$ cat src/logic/rfl_defines.svh
// Constants shared by both ends of the radio FIFO link.
// Assumes inclusion by bare name from files under logic/ and tb/.
`ifndef RFL_DEFINES_SVH
`define RFL_DEFINES_SVH

// ==========================================================
// Device register addresses (7-bit SPI address field)
`define RFL_A_CFG     7'h00
`define RFL_A_TXSA    7'h01
`define RFL_A_TXLEN   7'h02
`define RFL_A_RXLEN   7'h03
`define RFL_A_ARK     7'h04
`define RFL_A_AWIN    7'h05
`define RFL_A_RDLY    7'h06
`define RFL_A_GIO1    7'h07
`define RFL_A_STAT    7'h0A
`define RFL_A_FIFO    7'h0B
`define RFL_A_TXLVL   7'h0C
`define RFL_A_S_TXR   7'h10
`define RFL_A_S_RXR   7'h11
`define RFL_A_S_TX    7'h12
`define RFL_A_S_RX    7'h13
`define RFL_A_S_SLP   7'h14

// ==========================================================
// Field positions
`define RFL_C_MEN     0
`define RFL_C_MSEL    1
`define RFL_C_LTIE    3
`define RFL_C_UNB     4
`define RFL_C_CONT    5
`define RFL_C_L2F     6
`define RFL_C_LF      7
`define RFL_K_EN      0
`define RFL_K_LIM     4
`define RFL_F_TXD     0
`define RFL_F_RXD     1
`define RFL_F_LT      2
`define RFL_F_ERR     3

// ==========================================================
// Reset values and codes
`define RFL_REG_RST   8'h00
`define RFL_GIO_RST   3'h0
`define RFL_GIO_IRQ   3'h5
`define RFL_FIFO_FULL 7'h40
`define RFL_MARGIN_LO 7'h04

// ==========================================================
// Timing
`define RFL_CLK_MHZ   200
`define RFL_UNIT_US   250
`define RFL_UNIT_CYC  (`RFL_UNIT_US * `RFL_CLK_MHZ)
`define RFL_SCK_HALF  6

// ==========================================================
// Host command port addresses
`define RFL_H_CMD     2'h0
`define RFL_H_STAT    2'h1
`define RFL_H_RDATA   2'h2

`endif

$ cat src/logic/rfl_pkg.sv
// Types shared by both ends of the radio FIFO link.
// Assumes nothing beyond a SystemVerilog compiler.
package rfl_pkg;

  // ==========================================================
  // Device link-layer states
  typedef enum logic [2:0]
  {
    ST_SLEEP = 3'h0,
    ST_TX    = 3'h1,
    ST_ACKW  = 3'h3,
    ST_GAP   = 3'h2,
    ST_RX    = 3'h6,
    ST_ACKTX = 3'h7
  } rfl_state_e;

  // ==========================================================
  // Host serial engine states
  typedef enum logic [1:0]
  {
    HS_IDLE = 2'h0,
    HS_LO   = 2'h1,
    HS_HI   = 2'h3,
    HS_END  = 2'h2
  } rfl_hstate_e;

endpackage

$ cat src/logic/rfl_if.sv
// Four-wire serial link plus general pins between host and radio.
// Assumes the bench instantiates it and hands one modport to each end.
`timescale 1ns/1ps
interface rfl_if;
  logic       sclk;   // Serial clock, made by host
  logic       csn_b;  // Frame select, active low
  logic       mosi;   // Host to device data
  logic       miso;   // Device to host data
  logic [2:0] gio;    // General pins from device

  // ==========================================================
  // Party views
  modport dev  (input sclk, csn_b, mosi, output miso, gio);
  modport host (output sclk, csn_b, mosi, input miso, gio);
endinterface

$ cat src/logic/rfl_device.sv
// Radio FIFO and link-layer controller, device end of the link.
// Assumes a modem on the user side clocked by ref_clk, host on rfl_if.
// Summary of operation
// RULE1: Host resets FIFOs, loads lengths, then strobes.
// RULE2: Resend rewinds transmit read pointer to start.
// RULE3: End of TX or RX raises completion flag.
// RULE4: Block mode sends length bytes from start address.
// RULE5: Extended mode moves 255 bytes through 64.
// RULE6: Margin select picks 4/8/16/32 when enabled.
// RULE7: Low level in TX sets low threshold flag.
// RULE8: Empty transmit FIFO ends the transmission.
// RULE9: Host refills at most 64 minus threshold.
// RULE10: Function code 101b puts interrupt on pin.
// RULE11: RX fill raises low threshold; host drains.
// RULE12: Unbounded TX ends after reloaded remaining length.
// RULE13: Unbounded RX ends after reloaded remaining length.
// RULE14: Continuous RX relistens after delay; invalid silent.
// RULE15: Sleep strobe stops; continuous only simple mode.
// RULE16: Length byte stored in FIFO when enabled.
// RULE17: Receive overflow sets error flag and interrupt.
// RULE18: After TX, await acknowledge window plus one.
// RULE19: Good acknowledge completes; else bounded resends.
// RULE20: Keep last tag and CRC; match means repeat.
// RULE21: New acked with flag, repeat silent, bad restarts.
// RULE22: Wait window period after reception before relisten.
// RULE23: Flag holds until cleared; interrupt follows flag.
`timescale 1ns/1ps
`include "rfl_defines.svh"
module rfl_device
  import rfl_pkg::*;
#(
  parameter int UNIT_CYC = `RFL_UNIT_CYC  // Cycles in one 250 us unit
)(
  input  wire logic        ref_clk,    // System clock
  input  wire logic        rst_b,      // Async reset, active low
  rfl_if.dev               lnk,        // Serial link to host
  output logic [7:0]       tx_data,    // Byte to modem
  output logic             tx_valid,   // Byte offered
  output logic             tx_last,    // Final byte of packet
  input  wire logic        tx_ready,   // Modem takes byte
  input  wire logic        rx_valid,   // Byte from modem
  input  wire logic [7:0]  rx_data,    // Received byte
  input  wire logic        rx_crc_ok,  // CRC good, with last byte
  input  wire logic        rx_addr_ok, // Address good, with last byte
  input  wire logic [1:0]  rx_tag,     // Sequence tag, with last byte
  input  wire logic [15:0] rx_crc,     // Packet CRC, with last byte
  input  wire logic        ack_ok,     // Valid acknowledge heard
  output logic             ack_send,   // Send acknowledge, pulse
  input  wire logic        ack_done,   // Acknowledge sent, pulse
  output logic             irq         // Interrupt request level
);

  if (UNIT_CYC < 1 || UNIT_CYC > 65536)
    $error("UNIT_CYC must be 1 to 65536");
  localparam logic [15:0] PRE_LD = 16'(UNIT_CYC - 1);

  // ==========================================================
  // Declarations
  rfl_state_e  st_q, st_d;
  logic [2:0]  sck_r, csn_r;
  logic [1:0]  mosi_r;
  logic [4:0]  bit_q;
  logic [15:0] sh_q;
  logic [7:0]  out_q;
  logic        miso_q;
  logic [7:0]  cfg_q, tlen_q, rlen_q, ark_q, awin_q, cnt_q, rtgt_q;
  logic [5:0]  tsa_q;
  logic [2:0]  rdly_q;
  logic [2:0]  gsel_q [3];
  logic [3:0]  flg_q;
  logic [7:0]  txm [64];
  logic [7:0]  rxm [64];
  logic [6:0]  twp_q, trp_q, rwp_q, rrp_q;
  logic [4:0]  rsn_q;
  logic [15:0] pre_q;
  logic [8:0]  unit_q, t_u;
  logic [1:0]  tag_q;
  logic [15:0] crc_q;
  logic        seen_q, hdr_q;
  logic        t_ld, tx_set, rx_set, tx_arm, rx_arm, ack_go;

  // ==========================================================
  // Link pin synchronisers; first stage feeds only the second
  always_ff @(posedge ref_clk or negedge rst_b)
  begin
    if (!rst_b)
    begin
      sck_r  <= 3'h0;
      csn_r  <= 3'h7;
      mosi_r <= 2'h0;
    end
    else
    begin
      sck_r  <= {sck_r[1:0], lnk.sclk};
      csn_r  <= {csn_r[1:0], lnk.csn_b};
      mosi_r <= {mosi_r[0], lnk.mosi};
    end
  end

  // Frame decode: byte 0 is {write, address}, byte 1 is data
  wire        cs_on   = ~csn_r[1];
  wire        sck_up  = cs_on & sck_r[1] & ~sck_r[2];
  wire        sck_dn  = cs_on & ~sck_r[1] & sck_r[2];
  wire [15:0] sh_n    = {sh_q[14:0], mosi_r[1]};
  wire        cmd_end = sck_up & (bit_q == 5'h07);
  wire        rd_req  = cmd_end & ~sh_n[7];
  wire [6:0]  ra      = sh_n[6:0];
  wire        wr      = sck_up & (bit_q == 5'h0F) & sh_n[15];
  wire [6:0]  wa      = sh_n[14:8];
  wire [7:0]  wd      = sh_n[7:0];

  // Strobes are writes to their own addresses; data ignored
  wire s_txr = wr & (wa == `RFL_A_S_TXR);
  wire s_rxr = wr & (wa == `RFL_A_S_RXR);
  wire s_tx  = wr & (wa == `RFL_A_S_TX);
  wire s_rx  = wr & (wa == `RFL_A_S_RX);
  wire s_slp = wr & (wa == `RFL_A_S_SLP);

  // Configuration views
  wire       men  = cfg_q[`RFL_C_MEN];
  wire       unb  = cfg_q[`RFL_C_UNB];
  wire       lf   = cfg_q[`RFL_C_LF];
  wire       l2f  = cfg_q[`RFL_C_L2F] & lf;  // RULE16
  wire       ark  = ark_q[`RFL_K_EN];
  wire       cont = cfg_q[`RFL_C_CONT] & ~unb & ~ark;  // RULE15
  wire [6:0] mval = `RFL_MARGIN_LO << cfg_q[`RFL_C_MSEL +: 2];  // RULE6

  // FIFO levels are 7 bits so a full 64 differs from empty
  wire [6:0] tlvl = twp_q - trp_q;  // RULE5
  wire [6:0] rlvl = rwp_q - rrp_q;
  wire [7:0] cnt_n = cnt_q + 8'h01;

  // Transmit side toward the modem
  assign tx_valid = (st_q == ST_TX) & (tlvl != 7'h00);
  assign tx_data  = txm[trp_q[5:0]];
  assign tx_last  = ~unb & (cnt_n == tlen_q);  // RULE4 RULE12
  wire   tx_hs    = tx_valid & tx_ready;
  wire   tx_push  = wr & (wa == `RFL_A_FIFO) & (tlvl != `RFL_FIFO_FULL);

  // Receive side from the modem; optional length byte leads
  wire       rx_in  = (st_q == ST_RX) & rx_valid;
  wire       len_b  = rx_in & hdr_q;
  wire       pay_b  = rx_in & ~hdr_q;
  wire [7:0] rtgt   = lf ? rtgt_q : rlen_q;
  wire       rx_fin = pay_b & ~unb & (cnt_n == rtgt);  // RULE13
  wire       rx_psh = pay_b | (len_b & l2f);  // RULE16
  wire       rx_ovf = rx_psh & (rlvl == `RFL_FIFO_FULL);  // RULE17
  wire       rx_pop = rd_req & (ra == `RFL_A_FIFO) & (rlvl != 7'h00);
  wire       pkt_ok = rx_crc_ok & rx_addr_ok;
  wire       rep    = seen_q & (rx_tag == tag_q) & (rx_crc == crc_q);  // RULE20

  // Threshold watch; the host refill keeps the level up
  wire lt_tx  = (st_q == ST_TX) & (tlvl < mval);  // RULE7 RULE9
  wire lt_rx  = (st_q == ST_RX) & (rlvl >= `RFL_FIFO_FULL - mval);  // RULE11
  wire lt_set = men & (lt_tx | lt_rx);

  // Timer expiry in whole units; zero units expire at once
  wire tmo    = (unit_q == 9'h000) | ((unit_q == 9'h001) & (pre_q == 16'h0000));
  wire rsn_ok = rsn_q < ({1'b0, ark_q[`RFL_K_LIM +: 4]} + 5'h01);  // RULE19

  // Flags: hardware set wins over a host clear in the same cycle
  wire [3:0] f_clr = (wr & (wa == `RFL_A_STAT)) ? wd[3:0] : 4'h0;
  wire [3:0] f_set = {rx_ovf, lt_set, rx_set, tx_set};
  wire [3:0] f_d   = (flg_q & ~f_clr) | f_set;  // RULE23
  wire [3:0] f_en  = {1'b1, cfg_q[`RFL_C_LTIE], 2'h3};
  assign irq      = |(flg_q & f_en);  // RULE3 RULE23
  assign ack_send = ack_go;

  // Read data mux
  wire [7:0] rd_data =
    (ra == `RFL_A_CFG)   ? cfg_q :
    (ra == `RFL_A_TXSA)  ? {2'h0, tsa_q} :
    (ra == `RFL_A_TXLEN) ? tlen_q :
    (ra == `RFL_A_RXLEN) ? rlen_q :
    (ra == `RFL_A_ARK)   ? ark_q :
    (ra == `RFL_A_AWIN)  ? awin_q :
    (ra == `RFL_A_RDLY)  ? {5'h00, rdly_q} :
    (ra == `RFL_A_STAT)  ? {1'b0, st_q, flg_q} :
    (ra == `RFL_A_FIFO)  ? rxm[rrp_q[5:0]] :
    (ra == `RFL_A_TXLVL) ? {1'b0, tlvl} : 8'h00;

  // ==========================================================
  // Link-layer state machine
  always_comb
  begin
    st_d = st_q;
    t_ld = 1'b0;
    t_u = 9'h000;
    tx_set = 1'b0;
    rx_set = 1'b0;
    tx_arm = 1'b0;
    rx_arm = 1'b0;
    ack_go = 1'b0;
    unique case (st_q)
      ST_SLEEP:
        if (s_tx)
        begin
          st_d = ST_TX;
          tx_arm = 1'b1;
        end
        else if (s_rx)
        begin
          st_d = ST_RX;
          rx_arm = 1'b1;
        end
      ST_TX:
        if (tx_hs & tx_last)
        begin
          if (ark)
          begin
            st_d = ST_ACKW;
            t_ld = 1'b1;
            t_u = {1'b0, awin_q} + 9'h001;  // RULE18
          end
          else
          begin
            st_d = ST_SLEEP;
            tx_set = 1'b1;  // RULE3
          end
        end
        else if (tlvl == 7'h00)
        begin
          st_d = ST_SLEEP;  // RULE8
          tx_set = 1'b1;
        end
      ST_ACKW:
        if (ack_ok)
        begin
          st_d = ST_SLEEP;
          tx_set = 1'b1;  // RULE19
        end
        else if (tmo)
        begin
          st_d = rsn_ok ? ST_TX : ST_SLEEP;
          tx_arm = rsn_ok;  // RULE19
        end
      ST_RX:
        if (rx_fin)
        begin
          if (ark)
          begin
            st_d = pkt_ok ? ST_ACKTX : ST_RX;  // RULE21
            ack_go = pkt_ok;
            rx_set = pkt_ok & ~rep;
            rx_arm = ~pkt_ok;
          end
          else if (cont)
          begin
            st_d = ST_GAP;  // RULE14
            rx_set = pkt_ok;
            t_ld = 1'b1;
            t_u = {6'h00, rdly_q};
          end
          else
          begin
            st_d = ST_SLEEP;
            rx_set = 1'b1;  // RULE3
          end
        end
      ST_ACKTX:
        if (ack_done)
        begin
          st_d = ST_GAP;  // RULE22
          t_ld = 1'b1;
          t_u = {1'b0, awin_q};
        end
      ST_GAP:
        if (tmo)
        begin
          st_d = ST_RX;
          rx_arm = 1'b1;
        end
      default:
        st_d = ST_SLEEP;
    endcase
    if (s_slp)
    begin
      st_d = ST_SLEEP;  // RULE15
      tx_arm = 1'b0;
      rx_arm = 1'b0;
      ack_go = 1'b0;
    end
  end

  // ==========================================================
  // Serial shifter and reply byte
  always_ff @(posedge ref_clk or negedge rst_b)
  begin
    if (!rst_b)
    begin
      bit_q <= 5'h00;
      sh_q <= 16'h0000;
      out_q <= 8'h00;
      miso_q <= 1'b0;
    end
    else
    begin
      if (!cs_on)
        bit_q <= 5'h00;
      else if (sck_up)
      begin
        bit_q <= bit_q + 5'h01;
        sh_q <= sh_n;
      end
      // First reply bit goes out on the eighth rising edge and holds past the next fall
      if (cmd_end)
      begin
        miso_q <= rd_req & rd_data[7];
        out_q <= rd_req ? {rd_data[6:0], 1'b0} : 8'h00;
      end
      else if (sck_dn & (bit_q >= 5'h09))
      begin
        miso_q <= out_q[7];
        out_q <= {out_q[6:0], 1'b0};
      end
    end
  end
  assign lnk.miso = miso_q;

  // ==========================================================
  // Software registers and state
  always_ff @(posedge ref_clk or negedge rst_b)
  begin
    if (!rst_b)
    begin
      cfg_q <= `RFL_REG_RST;
      tsa_q <= 6'h00;
      tlen_q <= `RFL_REG_RST;
      rlen_q <= `RFL_REG_RST;
      ark_q <= `RFL_REG_RST;
      awin_q <= `RFL_REG_RST;
      rdly_q <= 3'h0;
      flg_q <= 4'h0;
      st_q <= ST_SLEEP;
    end
    else
    begin
      if (wr & (wa == `RFL_A_CFG))   cfg_q <= wd;
      if (wr & (wa == `RFL_A_TXSA))  tsa_q <= wd[5:0];
      if (wr & (wa == `RFL_A_TXLEN)) tlen_q <= wd;
      if (wr & (wa == `RFL_A_RXLEN)) rlen_q <= wd;
      if (wr & (wa == `RFL_A_ARK))   ark_q <= wd;
      if (wr & (wa == `RFL_A_AWIN))  awin_q <= wd;
      if (wr & (wa == `RFL_A_RDLY))  rdly_q <= wd[2:0];
      flg_q <= f_d;
      st_q <= st_d;
    end
  end

  // General pins: function code selects the interrupt line
  for (genvar i = 0; i < 3; i++)
  begin : g_gio
    always_ff @(posedge ref_clk or negedge rst_b)
    begin
      if (!rst_b)
        gsel_q[i] <= `RFL_GIO_RST;
      else if (wr & (wa == 7'(`RFL_A_GIO1 + i)))
        gsel_q[i] <= wd[2:0];
    end
    assign lnk.gio[i] = (gsel_q[i] == `RFL_GIO_IRQ) & irq;  // RULE10
  end

  // ==========================================================
  // FIFO pointers, counters, timer, acknowledge memory
  always_ff @(posedge ref_clk or negedge rst_b)
  begin
    if (!rst_b)
    begin
      twp_q <= 7'h00;
      trp_q <= 7'h00;
      rwp_q <= 7'h00;
      rrp_q <= 7'h00;
      cnt_q <= 8'h00;
      rtgt_q <= 8'h00;
      hdr_q <= 1'b0;
      rsn_q <= 5'h00;
      pre_q <= 16'h0000;
      unit_q <= 9'h000;
      tag_q <= 2'h0;
      crc_q <= 16'h0000;
      seen_q <= 1'b0;
    end
    else
    begin
      if (s_txr)
        twp_q <= 7'h00;  // RULE1
      else if (tx_push)
        twp_q <= twp_q + 7'h01;
      // Read pointer restarts at the start address; wrap bit keeps level
      if (s_txr)
        trp_q <= 7'h00;
      else if (tx_arm)
        trp_q <= {twp_q[6] ^ (tsa_q >= twp_q[5:0]), tsa_q};  // RULE2 RULE4
      else if (tx_hs)
        trp_q <= trp_q + 7'h01;
      if (s_rxr)
        rwp_q <= 7'h00;
      else if (rx_psh & ~rx_ovf)
        rwp_q <= rwp_q + 7'h01;
      if (s_rxr)
        rrp_q <= 7'h00;
      else if (rx_pop)
        rrp_q <= rrp_q + 7'h01;
      // Unbounded mode clears the count so the reload counts the rest
      if (tx_arm | rx_arm | unb)
        cnt_q <= 8'h00;  // RULE12 RULE13
      else if (tx_hs | pay_b)
        cnt_q <= cnt_n;
      if (rx_arm)
        hdr_q <= lf;
      else if (len_b)
      begin
        hdr_q <= 1'b0;
        rtgt_q <= rx_data;
      end
      if (tx_arm)
        rsn_q <= (st_q == ST_ACKW) ? rsn_q + 5'h01 : 5'h00;  // RULE19
      if (t_ld)
      begin
        unit_q <= t_u;
        pre_q <= PRE_LD;
      end
      else if (unit_q != 9'h000)
      begin
        pre_q <= (pre_q == 16'h0000) ? PRE_LD : pre_q - 16'h0001;
        if (pre_q == 16'h0000)
          unit_q <= unit_q - 9'h001;
      end
      if (ack_go)
      begin
        tag_q <= rx_tag;  // RULE20
        crc_q <= rx_crc;
        seen_q <= 1'b1;
      end
    end
  end

  // FIFO storage needs no reset
  always_ff @(posedge ref_clk)
  begin
    if (tx_push)
      txm[twp_q[5:0]] <= wd;
    if (rx_psh & ~rx_ovf)
      rxm[rwp_q[5:0]] <= rx_data;
  end

endmodule

$ cat src/flat_wrapper.sv
// flat-port wrapper written by rule: the top's interface ports become plain ports
module rfl_device_flat import rfl_pkg::*;
#(
  parameter int UNIT_CYC = `RFL_UNIT_CYC                              
)
  (ref_clk, rst_b, tx_data, tx_valid, tx_last, tx_ready, rx_valid, rx_data, rx_crc_ok, rx_addr_ok, rx_tag, rx_crc, ack_ok, ack_send, ack_done, irq, lnk_sclk, lnk_csn_b, lnk_mosi, lnk_miso, lnk_gio);
  rfl_if lnk_i ();
  input  wire logic ref_clk;
  input  wire logic rst_b;
  output logic [7:0] tx_data;
  output logic tx_valid;
  output logic tx_last;
  input  wire logic tx_ready;
  input  wire logic rx_valid;
  input  wire logic [7:0] rx_data;
  input  wire logic rx_crc_ok;
  input  wire logic rx_addr_ok;
  input  wire logic [1:0] rx_tag;
  input  wire logic [15:0] rx_crc;
  input  wire logic ack_ok;
  output logic ack_send;
  input  wire logic ack_done;
  output logic irq;
  input wire logic [$bits(lnk_i.sclk)-1:0] lnk_sclk;
  input wire logic [$bits(lnk_i.csn_b)-1:0] lnk_csn_b;
  input wire logic [$bits(lnk_i.mosi)-1:0] lnk_mosi;
  output wire logic [$bits(lnk_i.miso)-1:0] lnk_miso;
  output wire logic [$bits(lnk_i.gio)-1:0] lnk_gio;
  assign lnk_i.sclk = lnk_sclk;
  assign lnk_i.csn_b = lnk_csn_b;
  assign lnk_i.mosi = lnk_mosi;
  assign lnk_miso = lnk_i.miso;
  assign lnk_gio = lnk_i.gio;
  rfl_device #(.UNIT_CYC(UNIT_CYC)) u_core (.ref_clk(ref_clk), .rst_b(rst_b), .lnk(lnk_i), .tx_data(tx_data), .tx_valid(tx_valid), .tx_last(tx_last), .tx_ready(tx_ready), .rx_valid(rx_valid), .rx_data(rx_data), .rx_crc_ok(rx_crc_ok), .rx_addr_ok(rx_addr_ok), .rx_tag(rx_tag), .rx_crc(rx_crc), .ack_ok(ack_ok), .ack_send(ack_send), .ack_done(ack_done), .irq(irq));
endmodule
$ cat config.mk
export PLATFORM = sky130hd
export DESIGN_NAME = rfl_device_flat
export DESIGN_NICKNAME = d
export VERILOG_FILES = /design/src/logic/rfl_pkg.sv /design/src/logic/rfl_if.sv /design/src/logic/rfl_device.sv /design/src/flat_wrapper.sv
export VERILOG_INCLUDE_DIRS = /design/src /design/src/logic
export SDC_FILE = /design/constraint.sdc
export NUM_CORES = 2
export LEC_CHECK = 0
export ABC_AREA = 1
export BUFFER_PORTS_ARGS = -buffer_cell sky130_fd_sc_hd__buf_2
export CAP_MARGIN = 0
export CORE_MARGIN = 2
export CORE_UTILIZATION = 50
export CTS_CLUSTER_SIZE = 24
export DETAILED_ROUTE_END_ITERATION = 6
export MAX_ROUTING_LAYER = met4
export PLACE_DENSITY = 0.65
export REMOVE_ABC_BUFFERS = 1
export SLEW_MARGIN = 25
export SYNTH_ARGS = -nofsm -noshare
export SYNTH_HDL_FRONTEND = slang
export SYNTH_SLANG_ARGS = --single-unit
$ cat constraint.sdc
create_clock -name ref_clk -period 7.26 [get_ports ref_clk]
set_input_delay 1.452 -clock ref_clk [delete_from_list [all_inputs] [get_ports ref_clk]]
set_output_delay 1.452 -clock ref_clk [all_outputs]
set_load 0.01 [all_outputs]
# Yosys cells after proc, flatten, opt, wreduce, memory -nomap -nowiden

Memory sizes are Yosys's and may differ from the RTL's.
Index checks and enable logic that the tools add are counted.

Magnitude comparators: 5
$add $sub $neg: 14
Bitwise gates (word level): 78
Shift-type cells: 1
Reductions and logical operators: 24
Equal/unequal tests: 48
Mux-type cells: 98

Operators with widths:

| operator                                            | count |
|---|---|
| two-way mux 8 bit                                   | 16 |
| two-way mux 7 bit                                   | 10 |
| two-way mux 9 bit                                   | 7 |
| bitwise AND 1 bit                                   | 56 |
| == test 7 x 3 -> 1 bit (second input constant)      | 7 |
| == test 7 x 4 -> 1 bit (second input constant)      | 7 |
| two-way mux 16 bit                                  | 3 |
| two-way mux 1 bit                                   | 38 |
| two-way mux 3 bit                                   | 12 |
| == test 7 x 5 -> 1 bit (second input constant)      | 5 |
| adder 7 x 1 -> 7 bit (second input constant)        | 4 |
| == test 7 x 2 -> 1 bit (second input constant)      | 4 |
| one-hot mux 9 bit (3 select lines)                  | 1 |
| zero test 7 bit                                     | 3 |
| one-hot mux 3 bit (6 select lines)                  | 1 |
| nonzero test 2 bit                                  | 9 |
| == test 16 bit                                      | 1 |
| == test 8 bit                                       | 2 |
| zero test 16 bit                                    | 1 |
| subtractor 16 x 1 -> 16 bit (second input constant) | 1 |
| == test 3 bit (second input constant)               | 5 |
| two-way mux 5 bit                                   | 3 |
| == test 7 x 1 -> 1 bit (second input constant)      | 2 |
| nonzero test 7 bit                                  | 2 |
| other kinds (43)                                    | 68 |

Output and inout bits: 16
Memories: 2
Memory bits (writable): 1024
Flip-flop bits (word level): 195
Logic and storage cells: 302

Memories:

| memory     | depth | bits a word | rd ports | clocked after memory_dff | wr ports | line             | source |
|---|---|---|---|---|---|---|---|
| u_core.rxm | 64    | 8           | 1        | 0                        | 1        | rfl_device.sv:72 | `logic [7:0] rxm [64];` |
| u_core.txm | 64    | 8           | 1        | 0                        | 1        | rfl_device.sv:71 | `logic [7:0] txm [64];` |

# Longest topological paths before layout

Word-level depth: 13
Gate-level depth with buffers: 24
Depth with buffers taken out: 22

# Least setup slack after synthesis

OpenSTA, ideal clock, no wires.

Kind: input port to output port
Start: input port rx_valid
End: output port ack_send
Path buffers: 1
Stages on the path: 12
Required time: 5808 ps
Arrival: 2729 ps
Slack: 3079 ps
Path through: inv_1 -> nor2_2 -> nand2_1 -> inv_1 -> nand4_1 -> nor4_2 -> and2_1 -> nand2_1 -> inv_1 -> nand3_1 -> inv_2 -> buf_4

Word-level cells in the longest chain between the ends: 7

RTL lines:

| element                         | line               | source |
|---|---|---|
| start: declaration              | flat_wrapper.sv:14 | `input wire logic rx_valid;` |
| bitwise AND 1 bit               | rfl_device.sv:141  | `wire rx_in = (st_q == ST_RX) & rx_valid;` |
| bitwise AND 1 bit               | rfl_device.sv:143  | `wire pay_b = rx_in & ~hdr_q;` |
| bitwise AND 1 bit (2 in series) | rfl_device.sv:145  | `wire rx_fin = pay_b & ~unb & (cnt_n == rtgt);` |
| two-way mux 1 bit               | rfl_device.sv:238  | `if (rx_fin)` |
| two-way mux 1 bit               | rfl_device.sv:194  | `unique case (st_q)` |
| two-way mux 1 bit               | rfl_device.sv:276  | `if (s_slp)` |
| end: declaration                | flat_wrapper.sv:21 | `output logic ack_send;` |

Every way passes these cells.

# Final worst setup path

Start: register u_core.trp_q[1]
End: output port tx_valid

Word-level cells in the longest chain between the ends: 3

RTL lines:

| element                  | line               | source |
|---|---|---|
| start: declaration       | rfl_device.sv:73   | `logic [6:0] twp_q, trp_q, rwp_q, rrp_q;` |
| start signal: assignment | rfl_device.sv:393  | `trp_q <= {twp_q[6] ^ (tsa_q >= twp_q[5:0]), tsa_q};` |
| start signal: assignment | rfl_device.sv:395  | `trp_q <= trp_q + 7'h01;` |
| subtractor 7 bit         | rfl_device.sv:129  | `wire [6:0] tlvl = twp_q - trp_q;` |
| nonzero test 7 bit       | rfl_device.sv:134  | `assign tx_valid = (st_q == ST_TX) & (tlvl != 7'h00);` |
| bitwise AND 1 bit        | rfl_device.sv:134  |  |
| end: declaration         | flat_wrapper.sv:11 | `output logic tx_valid;` |

Every way passes these cells.

==> out/metrics.yaml <==
clock-sinks: 1218
clkTransAtPathRegs_ps: 60
core.rowCount: 118
r2r_slack_ps: 1490
synth_edf_count: 1024
status: "finished, final reports clean"
irDropWorstVdd_v: 0.0002291
hp-class: "flop to flop"
slew_viol_final: 0
endpoint: "tx_valid"
grt_max_degree: 215
route.vias.total: 36480
ctsResizeCount: 0
multiInputGateArea_mm2: 0.01487
path_max_fanout: 79
final.period_utilization_pct: 85.13
r2r-end: "u_core.txm[51][4]"
path_class: "flop to primary output"
synth_most_common_cell: "edfxtp_1"
setup-tns-final_ps: 0
max_slew.worst_pin.slew_ps: 1062
antenna_cells: 0
drc: 0
io_buffers: 52
seq_area_frac_synth_pct: 67.77
clock.fmax_ghz: 0.1618
dieArea_mm2: 0.1077
endpoint_kind: "primary output"
p_leak_nw: 20.99
synth_area_mm2: 0.05254
nNetsFinal: 4883
wl_mm: 138.4
postRouteAntennaNets: 0
maxSlewHeadroom_pct: 29.17
maxCapViolCount: 0
cts-root-buf: "clkbuf_16"
ys.flop_type: "edfxtp_1"
dr.pass1.iters: 6
io_pins: 53
avgSynthCellArea_um2: 10.91
drt_iter0_markers: 4341
synth_top_area_share_pct: 58.52
power_density_mw_per_mm2: 253.1
wl_per_cell_um: 22.06
start_kind: "flop"
area_growth_pct: 10.54
async_reset_ff_share_pct: 15.93
ctsHoldBuffers: 0
pre_cts_ws_ps: 1642
die-height_um: 328.2
fin_cells: 6276
cp_data_arrival_time_ps: 4730
cts_max_path_buffers: 3
regArea_mm2: 0.03564
vias_per_cell: 5.813
reg2reg_from: "u_core.trp_q[1]"
grt_pass1_vias: 35030
hpwl_mm: 82.23
cts_tree: "yes"
rsz0062_at_grt: "false"
gp_congestion: 0.9321
slowest_stage: "clkinv_2"
clock_latency_ps: 760
antenna_found_initial: 0
die_x_um: 328.2
grt_pass1_wl_mm: 211.6
cts_buffers: 131
nFillCells: 8783
synthCells: 4814
place_inst: 6045
crit_chain: "clkinv_2 -> fa_1 -> nand3_1 -> nand3_1 -> xnor2_1 -> inv_1 -> nor3_1 -> nand3_1 -> nand2_1 -> inv_1 -> buf_2"
rr_worst_depth: 13
critPathLaunch: "u_core.trp_q[1]"
finalSetupViolations: 0
synthTopCellsByCount: "edfxtp_1 (1024), nand2_1 (878), nor2_1 (706)"
skew_ps: 59.38
netlist_top_cells_area: "edfxtp_1 (59%), dfrtp_1 (9.1%), nand2_1 (6.3%)"
period_needed_ps: 6181
final_layout_size_suffix_gt1_share_pct: 7.026
initial_core_util_pct: 50.55
p_total_w: 0.01470
ys_seq_elements: 1218
yosysWarnings: 0
ys_types: 64
htree_levels: 4
cpMostUsedCell: "nand3_1"
yosysTopAreaCell: "edfxtp_1"
grt_overflow: 0
final_hold_viol_count: 0
critPathMaxStageDelay_ps: 940
required_ps: 5810
design.core.area_mm2: 0.1039
cts_setup_buffers: 0
setup_ws_ps: 1079
track_usage_pct: 26.44
[worst min-delay path by stage]
stage / from / endpoint / cells past startpoint
after floorplan: u_core.mosi_r[0] / u_core.mosi_r[1] / 0
after global placement: u_core.sck_r[0] / u_core.sck_r[1] / 0
after detailed placement: u_core.mosi_r[0] / u_core.mosi_r[1] / 0
after CTS: u_core.mosi_r[0] / u_core.mosi_r[1] / 0
after global routing: u_core.mosi_r[0] / u_core.mosi_r[1] / 0
final: u_core.mosi_r[0] / u_core.mosi_r[1] / 0
[layer usage]
layer / vias up / GRT usage [%] / part of all wire [%]
met1: 17830 / 36.71 / 43
met2: 1544 / 40.30 / 47
met4: 0 / 8.706 / 3.0
met5: - / - / 0
li1: 16870 / - / -
met3: 239 / 3.949 / 7.4
[cell usage in the layout (no fill, tap or decap), types with 43 or more instances in the layout]
cell type and count:
edfxtp_1 1024, o211ai_1 47, nand3_1 326, o21ai_0 534
o221ai_1 51, buf_2 50, nor3_1 43, nand2_1 878
inv_1 270, o22ai_1 104, nor2_1 704, ha_1 45
a21oi_1 99, clkbuf_16 131, dfrtp_1 179
[report_power, final]
| group | internal [W] | switching [W] |
|---|---|---|
| Sequential | 0.00775 | 0.0000897 |
| Combinational | 0.0000550 | 0.000366 |
| Clock | 0.00362 | 0.00282 |
| Total | 0.0114 | 0.00328 |
[layout make-up]
class	instances	area share, %
multi-input cells	3072	25.61
repair buffers	89	1.023
clock buffers	159	5.877
clock inverters	71	1.282
flip-flops and latches	1218	61.36
well taps	1380	2.973
inverters	287	1.881
[sequential cells by signal, summed over array words and instances (netlist names), 8 cells and up]
register,flops
u_core.rtgt_q,8
u_core.sh_q,15
u_core.unit_q,9
u_core.ark_q,8
u_core.rlen_q,8
u_core.tlen_q,8
u_core.cnt_q,8
u_core.rxm,512
u_core.crc_q,16
u_core.pre_q,16
u_core.gsel_q,9
u_core.cfg_q,8
u_core.txm,512
u_core.awin_q,8
[critical path, delay by kind of cell, from the launching register on]
family	cells	cell delay [ps]
AND/OR/NAND/NOR	5	850
flip-flops	1	780
adder cells (fa/ha/maj)	1	800
buffers and inverters	4	1210
XOR/XNOR	1	310
[cells by family after synthesis]
group,count (synthesis),synth area share (%)
DFF,1218,67.77
xor gates and xnor gates,62,1.048
buffers and inverters,524,3.936
AOI/OAI and AO/OA,905,9.770
adders and majority gates,47,1.148
muxes,3,0.05715
and+or+nand+nor,2055,16.28
[through the flow]
| step | util [%] | cell area, um2 | hold slack [ps] |
|---|---|---|---|
| 2_1_floorplan | - | 51550 | 331.2 |
| 3_3_place_gp | 51.85 | 53900 | 337.6 |
| 3_5_place_dp | 51.86 | 53900 | 337.7 |
| 4_1_cts | 55.86 | 58060 | 352.1 |
| 5_1_grt | 55.88 | 58080 | 359.1 |
| 6_report | 55.88 | 58080 | 349.3 |
No activity file was read; power rests on OpenSTA's default activity.
